[config.mk]
export PLATFORM = sky130hd
export DESIGN_NAME = rpr_pin_routing
export DESIGN_NICKNAME = d
export VERILOG_FILES = /design/src/pkg/rpr_pkg.sv /design/src/hdl/rpr_in_route.sv /design/src/hdl/rpr_out_route.sv /design/src/hdl/rpr_pin_routing.sv
export SDC_FILE = /design/constraint.sdc
export NUM_CORES = 1
export LEC_CHECK = 0
export BUFFER_PORTS_ARGS = -buffer_cell sky130_fd_sc_hd__buf_2
export CAP_MARGIN = 5
export CORE_MARGIN = 3
export CORE_UTILIZATION = 45
export CTS_CLUSTER_DIAMETER = 120
export CTS_CLUSTER_SIZE = 12
export DETAILED_ROUTE_END_ITERATION = 7
export GPL_ROUTABILITY_DRIVEN = 0
export PLACE_DENSITY_LB_ADDON = 0.12
export SLEW_MARGIN = 20
export SYNTH_ARGS = -nofsm -noshare
export SYNTH_HDL_FRONTEND = slang
export SYNTH_SLANG_ARGS = --single-unit
[constraint.sdc]
create_clock -name i_core_clk -period 4.6 [get_ports i_core_clk]
set_input_delay 0.92 -clock i_core_clk [delete_from_list [all_inputs] [get_ports i_core_clk]]
set_output_delay 0.92 -clock i_core_clk [all_outputs]
set_load 0.005 [all_outputs]
[src/pkg/rpr_pkg.sv]
// Constants and state types shared by the remappable pin routing block.
package rpr_pkg;

  // --------------------------------------------------------------------------
  // Widths and counts
  // --------------------------------------------------------------------------
  localparam int RPR_ADDR_W    = 8;
  localparam int RPR_DATA_W    = 32;
  localparam int RPR_IN_SEL_W  = 8;
  localparam int RPR_OUT_SEL_W = 6;
  localparam int RPR_MAX_PIN   = 181;
  localparam int RPR_N_PIN     = RPR_MAX_PIN + 1;
  localparam int RPR_N_IN      = 8;
  localparam int RPR_N_OUT     = 10;
  localparam int RPR_N_OREG    = 5;
  localparam int RPR_FIRST_OUT = 32;
  localparam int RPR_N_FUNC    = 64;
  localparam int RPR_SETUP_CYC = 1;

  // --------------------------------------------------------------------------
  // Register byte addresses
  // --------------------------------------------------------------------------
  localparam logic [RPR_ADDR_W-1:0] RPR_OFF_SDI      = 8'h00;
  localparam logic [RPR_ADDR_W-1:0] RPR_OFF_SS       = 8'h04;
  localparam logic [RPR_ADDR_W-1:0] RPR_OFF_SYNC1    = 8'h08;
  localparam logic [RPR_ADDR_W-1:0] RPR_OFF_SYNC2    = 8'h0c;
  localparam logic [RPR_ADDR_W-1:0] RPR_OFF_FLT56    = 8'h10;
  localparam logic [RPR_ADDR_W-1:0] RPR_OFF_FLT78    = 8'h14;
  localparam logic [RPR_ADDR_W-1:0] RPR_OFF_OUT0     = 8'h18;
  localparam logic [RPR_ADDR_W-1:0] RPR_OFF_OUT_STEP = 8'h04;

  // --------------------------------------------------------------------------
  // Field positions and reset values
  // --------------------------------------------------------------------------
  localparam int RPR_LO_LSB = 0;
  localparam int RPR_HI_LSB = 8;
  localparam logic [RPR_IN_SEL_W-1:0]  RPR_IN_RST  = 8'h00;
  localparam logic [RPR_OUT_SEL_W-1:0] RPR_OUT_RST = 6'h00;
  localparam logic [RPR_IN_SEL_W-1:0]  RPR_SEL_GND = 8'h00;

  // Index of each routed peripheral input in the selection array.
  localparam int RPR_IX_SDI   = 0;
  localparam int RPR_IX_SS    = 1;
  localparam int RPR_IX_SYNC1 = 2;
  localparam int RPR_IX_SYNC2 = 3;
  localparam int RPR_IX_FLT5  = 4;

  // --------------------------------------------------------------------------
  // State of the top level
  // --------------------------------------------------------------------------
  typedef struct packed {
    logic [RPR_N_IN-1:0][RPR_IN_SEL_W-1:0]   in_sel;
    logic [RPR_N_OUT-1:0][RPR_OUT_SEL_W-1:0] out_sel;
    logic                                    pready;
    logic                                    pslverr;
    logic [RPR_DATA_W-1:0]                   prdata;
  } rpr_state_t;

endpackage : rpr_pkg

[src/hdl/rpr_in_route.sv]
// Registered selector that routes one remappable pin to a peripheral input.
`timescale 1ns/10ps
module rpr_in_route #(
  parameter int W    = 182,
  parameter int SELW = 8
) (
  input  wire logic            i_core_clk,
  input  wire logic            i_rstn,
  input  wire logic [W-1:0]    i_src,
  input  wire logic [SELW-1:0] i_sel,
  output logic                 o_out
);
  import rpr_pkg::*;

  typedef struct packed {
    logic out;
  } rpr_in_state_t;

  rpr_in_state_t st;
  rpr_in_state_t next_st;

  // A source count that the selector width cannot reach is refused.
  if (W > (1 << SELW))
  begin : g_chk
    $error("rpr_in_route: source count exceeds selector range");
  end

  // ---------------------------------------------------------------------------
  // Selection
  // ---------------------------------------------------------------------------
  // Code zero and codes past the last pin tie the input low.
  always_comb
  begin
    next_st = st;
    if (i_sel == SELW'(0) || int'(i_sel) >= W)
      next_st.out = 1'b0; // RULE2
    else
      next_st.out = i_src[i_sel]; // RULE1
  end

  // Registering keeps each routed input glitch free while a field changes.
  always_ff @(posedge i_core_clk)
  begin
    if (!i_rstn)
      st <= '0;
    else
      st <= next_st; // RULE13
  end

  assign o_out = st.out;
endmodule : rpr_in_route

[src/hdl/rpr_out_route.sv]
// Registered selector that routes one peripheral function to a remappable pin.
`timescale 1ns/10ps
module rpr_out_route #(
  parameter int NFUNC = 64,
  parameter int SELW  = 6
) (
  input  wire logic             i_core_clk,
  input  wire logic             i_rstn,
  input  wire logic [NFUNC-1:0] i_func,
  input  wire logic [SELW-1:0]  i_sel,
  output logic                  o_pin
);
  import rpr_pkg::*;

  typedef struct packed {
    logic pin;
  } rpr_out_state_t;

  rpr_out_state_t st;
  rpr_out_state_t next_st;

  // A function count that the selector width cannot reach is refused.
  if (NFUNC > (1 << SELW))
  begin : g_chk
    $error("rpr_out_route: function count exceeds selector range");
  end

  // ---------------------------------------------------------------------------
  // Function selection
  // ---------------------------------------------------------------------------
  // Function code zero leaves the pin at its default low level.
  always_comb
  begin
    next_st = st;
    if (i_sel == SELW'(0) || int'(i_sel) >= NFUNC)
      next_st.pin = 1'b0;
    else
      next_st.pin = i_func[i_sel]; // RULE9
  end

  always_ff @(posedge i_core_clk)
  begin
    if (!i_rstn)
      st <= '0;
    else
      st <= next_st; // RULE13
  end

  assign o_pin = st.pin;
endmodule : rpr_out_route

[src/hdl/rpr_pin_routing.sv]
// Remappable pin routing: APB register file, input and output pin selectors.
//
// Function
// RULE1: Eight-bit input code equals pin number.
// RULE2: Code one is pin one; zero ties low.
// RULE3: Slave-select field low byte, upper unimplemented.
// RULE4: Sync input one in upper byte only.
// RULE5: Sync input two in lower byte only.
// RULE6: Faults six high, five low, fully writable.
// RULE7: Faults eight high, seven low, fully writable.
// RULE8: Serial data input field in low byte.
// RULE9: Six-bit output codes at 13:8, 5:0.
// RULE10: Pins 32-41 paired, even pin low.
// RULE11: Unimplemented bits ignore writes, read zero.
// RULE12: Implemented fields read/write, reset to zero.
// RULE13: New selection applies from next clock.
`timescale 1ns/10ps
module rpr_pin_routing (
  input  wire logic                              i_core_clk,
  input  wire logic                              i_rstn,
  // APB slave.
  input  wire logic                              i_psel,
  input  wire logic                              i_penable,
  input  wire logic                              i_pwrite,
  input  wire logic [rpr_pkg::RPR_ADDR_W-1:0]    i_paddr,
  input  wire logic [rpr_pkg::RPR_DATA_W-1:0]    i_pwdata,
  input  wire logic [3:0]                        i_pstrb,
  output logic                                   o_pready,
  output logic [rpr_pkg::RPR_DATA_W-1:0]         o_prdata,
  output logic                                   o_pslverr,
  // Remappable pins and peripheral signals.
  input  wire logic [rpr_pkg::RPR_N_PIN-1:0]     i_remap_pin,
  input  wire logic [rpr_pkg::RPR_N_FUNC-1:0]    i_periph_func,
  output logic                                   o_spi_serial_data_input,
  output logic                                   o_spi_slave_select_input,
  output logic                                   o_pwm_sync_one,
  output logic                                   o_pwm_sync_two,
  output logic [3:0]                             o_pwm_fault_five_to_eight,
  output logic [rpr_pkg::RPR_N_OUT-1:0]          o_remap_out
);
  import rpr_pkg::*;

  rpr_state_t                       st;
  rpr_state_t                       next_st;
  logic [RPR_N_IN-1:0]              in_route;
  logic                             setup;
  logic                             wr_take;
  logic                             hit;
  logic [RPR_DATA_W-1:0]            rd;

  // ---------------------------------------------------------------------------
  // Bus phase decode
  // ---------------------------------------------------------------------------
  // Data is prepared in the setup cycle so every bus output leaves a flop.
  assign setup   = i_psel && !i_penable;
  assign wr_take = i_psel && i_penable && st.pready && i_pwrite;

  // ---------------------------------------------------------------------------
  // Elaboration checks
  // ---------------------------------------------------------------------------
  // The map pairs two output fields per word and keeps each field inside one
  // byte lane; constants that break either layout are refused here.
  if (RPR_N_OUT != 2 * RPR_N_OREG)
  begin : g_chk_pair
    $error("rpr_pin_routing: output pins do not pair into registers");
  end
  if (RPR_IN_SEL_W > 8 || RPR_OUT_SEL_W > 8)
  begin : g_chk_lane
    $error("rpr_pin_routing: a field does not fit one byte lane");
  end
  if (RPR_N_IN != RPR_IX_FLT5 + 4)
  begin : g_chk_in
    $error("rpr_pin_routing: input count does not match the fault block");
  end

  // ---------------------------------------------------------------------------
  // Read decode
  // ---------------------------------------------------------------------------
  // Reserved bits are never placed, so they read as zero.
  always_comb
  begin
    hit = 1'b0;
    rd  = '0;
    if (i_paddr == RPR_OFF_SDI)
    begin
      hit = 1'b1;
      rd[RPR_LO_LSB +: RPR_IN_SEL_W] = st.in_sel[RPR_IX_SDI]; // RULE8
    end
    else if (i_paddr == RPR_OFF_SS)
    begin
      hit = 1'b1;
      rd[RPR_LO_LSB +: RPR_IN_SEL_W] = st.in_sel[RPR_IX_SS]; // RULE3
    end
    else if (i_paddr == RPR_OFF_SYNC1)
    begin
      hit = 1'b1;
      rd[RPR_HI_LSB +: RPR_IN_SEL_W] = st.in_sel[RPR_IX_SYNC1]; // RULE4
    end
    else if (i_paddr == RPR_OFF_SYNC2)
    begin
      hit = 1'b1;
      rd[RPR_LO_LSB +: RPR_IN_SEL_W] = st.in_sel[RPR_IX_SYNC2]; // RULE5
    end
    else if (i_paddr == RPR_OFF_FLT56)
    begin
      hit = 1'b1;
      rd[RPR_LO_LSB +: RPR_IN_SEL_W] = st.in_sel[RPR_IX_FLT5]; // RULE6
      rd[RPR_HI_LSB +: RPR_IN_SEL_W] = st.in_sel[RPR_IX_FLT5+1];
    end
    else if (i_paddr == RPR_OFF_FLT78)
    begin
      hit = 1'b1;
      rd[RPR_LO_LSB +: RPR_IN_SEL_W] = st.in_sel[RPR_IX_FLT5+2]; // RULE7
      rd[RPR_HI_LSB +: RPR_IN_SEL_W] = st.in_sel[RPR_IX_FLT5+3];
    end
    else
    begin
      for (int k = 0; k < RPR_N_OREG; k++)
      begin
        if (i_paddr == RPR_OFF_OUT0 + RPR_ADDR_W'(k) * RPR_OFF_OUT_STEP)
        begin
          hit = 1'b1;
          rd[RPR_LO_LSB +: RPR_OUT_SEL_W] = st.out_sel[2*k];   // RULE10
          rd[RPR_HI_LSB +: RPR_OUT_SEL_W] = st.out_sel[2*k+1]; // RULE11
        end
      end
    end
  end

  // ---------------------------------------------------------------------------
  // Next state
  // ---------------------------------------------------------------------------
  // Writes land only at the access edge; each byte lane writes one field.
  always_comb
  begin
    next_st         = st;
    next_st.pready  = setup;
    next_st.pslverr = setup && !hit;
    next_st.prdata  = (setup && !i_pwrite) ? rd : '0;
    if (wr_take)
    begin
      if (i_paddr == RPR_OFF_SDI && i_pstrb[0])
        next_st.in_sel[RPR_IX_SDI] = i_pwdata[RPR_LO_LSB +: RPR_IN_SEL_W]; // RULE8
      if (i_paddr == RPR_OFF_SS && i_pstrb[0])
        next_st.in_sel[RPR_IX_SS] = i_pwdata[RPR_LO_LSB +: RPR_IN_SEL_W]; // RULE3
      if (i_paddr == RPR_OFF_SYNC1 && i_pstrb[1])
        next_st.in_sel[RPR_IX_SYNC1] = i_pwdata[RPR_HI_LSB +: RPR_IN_SEL_W]; // RULE4
      if (i_paddr == RPR_OFF_SYNC2 && i_pstrb[0])
        next_st.in_sel[RPR_IX_SYNC2] = i_pwdata[RPR_LO_LSB +: RPR_IN_SEL_W]; // RULE5
      if (i_paddr == RPR_OFF_FLT56)
      begin
        if (i_pstrb[0])
          next_st.in_sel[RPR_IX_FLT5] = i_pwdata[RPR_LO_LSB +: RPR_IN_SEL_W]; // RULE6
        if (i_pstrb[1])
          next_st.in_sel[RPR_IX_FLT5+1] = i_pwdata[RPR_HI_LSB +: RPR_IN_SEL_W];
      end
      if (i_paddr == RPR_OFF_FLT78)
      begin
        if (i_pstrb[0])
          next_st.in_sel[RPR_IX_FLT5+2] = i_pwdata[RPR_LO_LSB +: RPR_IN_SEL_W]; // RULE7
        if (i_pstrb[1])
          next_st.in_sel[RPR_IX_FLT5+3] = i_pwdata[RPR_HI_LSB +: RPR_IN_SEL_W];
      end
      // Bits 7:6 and 15:14 are simply not stored.
      for (int k = 0; k < RPR_N_OREG; k++)
      begin
        if (i_paddr == RPR_OFF_OUT0 + RPR_ADDR_W'(k) * RPR_OFF_OUT_STEP)
        begin
          if (i_pstrb[0])
            next_st.out_sel[2*k] = i_pwdata[RPR_LO_LSB +: RPR_OUT_SEL_W]; // RULE10
          if (i_pstrb[1])
            next_st.out_sel[2*k+1] = i_pwdata[RPR_HI_LSB +: RPR_OUT_SEL_W]; // RULE11
        end
      end
    end
  end

  // ---------------------------------------------------------------------------
  // State register
  // ---------------------------------------------------------------------------
  // Reset clears every field, so inputs start grounded and outputs idle.
  always_ff @(posedge i_core_clk)
  begin
    if (!i_rstn)
    begin
      st <= '0; // RULE12
    end
    else
    begin
      st <= next_st;
    end
  end

  // ---------------------------------------------------------------------------
  // Selectors
  // ---------------------------------------------------------------------------
  // One registered selector per peripheral input; a field change moves only it.
  for (genvar g = 0; g < RPR_N_IN; g++)
  begin : g_in
    rpr_in_route #(
      .W    (RPR_N_PIN),
      .SELW (RPR_IN_SEL_W)
    ) u_in (
      .i_core_clk (i_core_clk),
      .i_rstn     (i_rstn),
      .i_src      (i_remap_pin),
      .i_sel      (st.in_sel[g]),
      .o_out      (in_route[g])
    );
  end

  // Output pin g carries pin number RPR_FIRST_OUT + g.
  for (genvar g = 0; g < RPR_N_OUT; g++)
  begin : g_out
    rpr_out_route #(
      .NFUNC (RPR_N_FUNC),
      .SELW  (RPR_OUT_SEL_W)
    ) u_out (
      .i_core_clk (i_core_clk),
      .i_rstn     (i_rstn),
      .i_func     (i_periph_func),
      .i_sel      (st.out_sel[g]),
      .o_pin      (o_remap_out[g])
    );
  end

  // ---------------------------------------------------------------------------
  // Outputs
  // ---------------------------------------------------------------------------
  // Bus answers leave the state flops; routed levels leave the selector flops.
  assign o_pready                  = st.pready;
  assign o_pslverr                 = st.pslverr;
  assign o_prdata                  = st.prdata;
  assign o_spi_serial_data_input   = in_route[RPR_IX_SDI];
  assign o_spi_slave_select_input  = in_route[RPR_IX_SS];
  assign o_pwm_sync_one            = in_route[RPR_IX_SYNC1];
  assign o_pwm_sync_two            = in_route[RPR_IX_SYNC2];
  assign o_pwm_fault_five_to_eight = in_route[RPR_IX_FLT5 +: 4];
endmodule : rpr_pin_routing

==> impl_metrics.json, run 1 <==
{
  "skew_ns": 0.0168,
  "rows": 84,
  "fmax_ghz": 0.292,
  "holdWs_ns": 0.460,
  "syn_area_um2": 24100,
  "synth_cell_types": 65,
  "hold_viol": 0,
  "grt_max_degree": 84,
  "syn_to_final_growth_pct": 9.75,
  "hold_buffers": 0,
  "grt_antenna_before_repair": 14,
  "r2r-end": "g_in[6].u_in.o_out$_SDFF_PP0_",
  "ioPinCount": 347,
  "grt_pass1_wl_mm": 167,
  "grt_pass1_vias": 23500,
  "drtIter0Drc": 4911,
  "ctsResizeCount": 0,
  "min_from": "st[130]$_SDFFE_PN0P_",
  "holdPathEnd": "st[130]$_SDFFE_PN0P_",
  "synthTopCellsByArea": "mux4_2 47%, dfxtp_1 13%, mux2i_1 6.9%",
  "yosys_warnings": 0,
  "setup_viol": 0,
  "via_per_inst": 8.11,
  "path_clk_slew_ns": 0.09,
  "peakVddDrop_v": 0.000259,
  "rsz0062_at_grt": "no",
  "root_buffer": "clkbuf_16",
  "grt_overflow": 0,
  "drc": 0,
  "port_buffers": 312,
  "min_period_ns": 3.43,
  "synth_cells": 2254,
  "grt_usage_pct": 40.5,
  "async_flop_share_pct": 0,
  "vias": 25100,
  "die_x_um": 237,
  "maxCapViolations": 0,
  "path_class": "flip-flop to flip-flop",
  "core_area_um2": 52800,
  "cts_htree_levels": 4,
  "initial_utilization_pct": 45.7,
  "setup-tns-final_ns": 0,
  "synthFlopType": "dfxtp_1",
  "avgSynthCellArea_um2": 10.7,
  "p_leak_nw": 7.81,
  "yosys.area.top_type": "mux4_2",
  "yosys-top-cells-count": "500 x mux4_2, 240 x nand2_1, 167 x a21oi_1",
  "worstReg2RegStart": "st[145]$_SDFFE_PN0P_",
  "synth_edf_count": 0,
  "whs_path_depth": 2,
  "fp.dieH_um": 237,
  "yosysMostFrequentCell": "mux4_2",
  "antenna_left": 0,
  "cts_buffer_depth": 2,
  "synth_top_area_share_pct": 46.7,
  "cts-buffers-inserted": 17,
  "dr.pass1.iters": 8,
  "ys_ff_latch": 160,
  "nNetsFinal": 2675,
  "cts.sinks": 160,
  "power_per_cell_area_nw_per_um2": 144,
  "start_kind": "flip-flop",
  "timing.final.crit_share_pct": 74.5,
  "cts_setup_buffers": 0,
  "worstMarginPinSlew_ns": 1.28,
  "crit_required_ns": 4.95,
  "totalWireLength_mm": 117,
  "reg2reg_slack_ns": 1.17,
  "yosysSeqAreaShare_pct": 13.3,
  "r2r_cells": 6,
  "drive_gt1_share_pct": 41.7,
  "clock_latency_ns": 0.46,
  "outcome": "finished clean",
  "slew_viol_final": 0,
  "die_area_um2": 56400,
  "cts_tree": "yes",
  "arrival_ns": 3.77,
  "max_slew_margin_pct": 14.2,
  "hpwl_mm": 84.2,
  "critPathCaptureType": "flip-flop",
  "cp_max_fo": 13,
  "min_path_type": "flip-flop to flip-flop",
  "wire_per_inst_um": 37.8
}
[routing by layer]
layer	track usage (%)	share of wire [%]	wire (um)	vias up
li1	-	-	-	9624
met5	0	0.11	125	-
met2	56.5	41	48300	2546
met1	54.4	36	41600	12400
met3	19.0	18	20700	446
met4	16.6	5.3	6200	20
[cell usage in the layout, fill, tap and decap left out, drive strengths merged, types with 52 or more instances in the layout]
master	Yosys	layout
mux2i	165	165
a22oi	87	87
nor2	52	52
dfxtp	160	160
a221oi	55	55
nand3	136	136
buf	156	395
a21oi	167	167
nand2	240	240
mux4	500	500
[how the worst max path moves through the flow]
stage	start	end	slack [ns]
3_5_place_dp	i_paddr[3]	o_prdata[15]$_SDFF_PP0_	1.27
5_1_grt	st[145]$_SDFFE_PN0P_	g_in[6].u_in.o_out$_SDFF_PP0_	1.17
6_report	st[145]$_SDFFE_PN0P_	g_in[6].u_in.o_out$_SDFF_PP0_	1.17
2_1_floorplan	i_paddr[3]	st[145]$_SDFFE_PN0P_	1.81
4_1_cts	st[82]$_SDFFE_PN0P_	g_out[8].u_out.o_pin$_SDFF_PP0_	1.47
3_3_place_gp	i_paddr[3]	o_prdata[15]$_SDFF_PP0_	1.27
[cells by family (layout without fill, tap and decap cells)]
group / count (synthesis) / in the layout / synth area share, %
AOI/OAI and AO/OA: 504 / 504 / 14.2
buffers and inverters: 330 / 454 / 6.36
DFF: 160 / 160 / 13.3
muxes: 693 / 693 / 54.9
other: 1 / 24 / 0.0156
and+or+nand+nor: 566 / 566 / 11.3
[power breakdown]
| part | leakage (nW) | internal (W) | switching, W | total, W |
|---|---|---|---|---|
| clock | 0.268 | 0.000711 | 0.000679 | 0.00139 |
| sequential | 1.30 | 0.00138 | 0.000000424 | 0.00138 |
| combinational | 6.24 | 0.000440 | 0.000594 | 0.00103 |
| total | 7.81 | 0.00253 | 0.00127 | 0.00381 |
[area by class of cell]
class / instances / area [um^2]
Fill cell: 4739 / 26300
Multi-Input combinational cell: 1779 / 19500
Sequential cell: 160 / 3240
Timing Repair Buffer: 395 / 2210
Tap cell: 688 / 861
Clock buffer: 18 / 429
Clock inverter: 14 / 124
Inverter: 27 / 104
Antenna cell: 8 / 20.0
[sequential cells by signal (all words and copies together), names as in the netlist]
signal / count
g_in.u_in.o_out: 8
st: 124
o_prdata: 16
g_out.u_out.o_pin: 10
o_pready: 1
o_pslverr: 1
[critical path, cell delays in order, from the launching register on]
cell and delay [ns]:
dfxtp_1 0.78, clkinv_1 0.73, a221oi_1 0.49, a221oi_1 0.15
a211oi_1 0.64, a22oi_1 0.19, a211oi_1 0.33
[metrics by stage]
stage               power, W  setup slack, ns  utilization [%]  area [um^2]  std cells
floorplan            0.00189             1.81                -        24200       2269
global placement     0.00237             1.27             49.0        25900       3049
detailed placement   0.00239             1.27             49.0        25900       3049
CTS                  0.00376             1.47             50.1        26400       3081
global route         0.00390             1.17             50.1        26400       3082
finish               0.00381             1.17             50.1        26500       3089
Note: power is estimated with default switching activity, not from simulation.
==> run 2, diff against run 1 <==
Clock period 4.6 ns to 3.52 ns, I/O delays scaled along.
==> run 2 against run 1 <==
Sequential power is 30% higher. Wire length grew 0.66%. Final cell count rose by 0.78%. Sequential cell count unchanged. Die area unchanged. Clock power grew 38%. Clock skew down 0.0029 ns. Count of clock-buffer cells in the layout stayed put. Worst hold slack about the same. Sequential share of layout area is 0.14 points lower. Critical path depth increased by 1. Critical endpoint is now g_in[2].u_in.o_out$_SDFF_PP0_. Largest power group unchanged.
==> impl_metrics.json, run 2 (synthesis results as in run 1) <==
{
  "hold_viol": 0,
  "initial_utilization_pct": 45.7,
  "path_class": "flip-flop to flip-flop",
  "combPwrFrac_pct": 26.8,
  "grt_pass1_vias": 23600,
  "wire_per_inst_um": 37.8,
  "drive_gt1_share_pct": 42.4,
  "setup-tns-final_ns": 0,
  "antenna_left": 0,
  "vias": 24900,
  "seq_power_share_pct": 35.5,
  "peakVddDrop_v": 0.000411,
  "cts_tree": "yes",
  "internal_power_w": 0.00340,
  "hold_buffers": 0,
  "start_kind": "flip-flop",
  "grt_max_degree": 117,
  "root_buffer": "clkbuf_16",
  "nNetsFinal": 2701,
  "path_clk_slew_ns": 0.07,
  "cts_htree_levels": 4,
  "grt_overflow": 0,
  "fmax_ghz": 0.309,
  "skew_ns": 0.0139,
  "cts_setup_buffers": 0,
  "min_path_type": "flip-flop to flip-flop",
  "fp.dieH_um": 237,
  "power_per_cell_area_nw_per_um2": 190,
  "min_period_ns": 3.24,
  "timing.final.crit_share_pct": 91.9,
  "via_per_inst": 8.01,
  "dr.pass1.iters": 7,
  "cts.sinks": 160,
  "final_cell_mix": "500 x mux4_2, 312 x buf_2, 240 x nand2_1",
  "cp_max_fo": 33,
  "mostFrequentLayoutCell": "mux4_2",
  "maxCapViolations": 0,
  "post_dp_cell_area_um2": 26200,
  "max_slew_margin_pct": 21.3,
  "drc": 0,
  "switching_power_w": 0.00169,
  "core_area_um2": 52800,
  "syn_to_final_growth_pct": 11.0,
  "power_frac_clock_pct": 37.7,
  "arrival_ns": 3.63,
  "die_area_um2": 56400,
  "hpwl_mm": 85.6,
  "cts-buffers-inserted": 17,
  "p_leak_nw": 7.97,
  "die_x_um": 237,
  "grt_usage_pct": 40.7,
  "setup_viol": 0,
  "drtIter0Drc": 4334,
  "ctsResizeCount": 0,
  "crit_required_ns": 3.92,
  "critPathCaptureType": "flip-flop",
  "grt_pass1_wl_mm": 168,
  "rsz0062_at_grt": "no",
  "final_area_um2": 26800,
  "cts_buffer_depth": 2,
  "totalWireLength_mm": 118,
  "holdWs_ns": 0.460,
  "outcome": "finished clean",
  "largest_reg_flops": 124,
  "rows": 84,
  "ioPinCount": 347,
  "grt_antenna_before_repair": 17,
  "port_buffers": 312,
  "regMostFlops": "st",
  "switching_share_pct": 33.2,
  "slew_viol_final": 0,
  "worstMarginPinSlew_ns": 1.18,
  "clock_latency_ns": 0.47
}
==> run 2: per-layer routing <==
metal / up-vias / GRT usage (%) / part of all wire (%)
met5: - / 1.35 / 0.089
met3: 437 / 18.9 / 17
met2: 2408 / 56.7 / 41
met4: 16 / 17.6 / 5.6
li1: 9675 / - / -
met1: 12400 / 54.4 / 36
==> run 2: final timing paths <==
kind                                                       to  slack [ns]  cells past startpoint            startpoint
worst min-delay path                      st[52]$_SDFFE_PN0P_        0.46                      2   st[52]$_SDFFE_PN0P_
worst min register to register            st[52]$_SDFFE_PN0P_        0.46                      2   st[52]$_SDFFE_PN0P_
worst max register to register  g_in[2].u_in.o_out$_SDFF_PP0_        0.28                      7  st[111]$_SDFFE_PN0P_
worst max-delay path            g_in[2].u_in.o_out$_SDFF_PP0_        0.28                      7  st[111]$_SDFFE_PN0P_
==> run 2: critical path: stages (launching register included) <==
cell and delay, ns:
dfxtp_2 1.03, buf_12 0.29, mux4_2 0.28, a22oi_1 0.10, a311oi_1 0.56, nor2_1 0.11, nor4_1 0.57, buf_4 0.21
==> run 2: power by group through the flow <==
stage | Combinational [W] | Sequential, W | Clock, W
2_1_floorplan | 0.000617 | 0.00185 | 0
4_1_cts | 0.00129 | 0.00180 | 0.00193
3_5_place_dp | 0.00129 | 0.00185 | 0
6_report | 0.00137 | 0.00180 | 0.00192
3_3_place_gp | 0.00126 | 0.00185 | 0
5_1_grt | 0.00139 | 0.00180 | 0.00201
==> run 2: layout make-up <==
cell class / instances / area [um^2]
Inverter: 27 / 104
Timing Repair Buffer: 421 / 2490
Multi-Input combinational cell: 1779 / 19500
Sequential cell: 160 / 3250
Antenna cell: 6 / 15.0
Clock inverter: 14 / 144
Tap cell: 688 / 861
Clock buffer: 18 / 439
Fill cell: 4744 / 26000
==> run 2: metrics by stage <==
step	utilization, %	setup slack (ns)	power (W)	cells
final	50.7	0.285	0.00509	3113
after floorplan	-	0.944	0.00247	2269
after global placement	49.6	0.399	0.00311	3075
after global routing	50.7	0.131	0.00520	3109
after CTS	50.7	0.423	0.00503	3107
after detailed placement	49.6	0.462	0.00313	3075
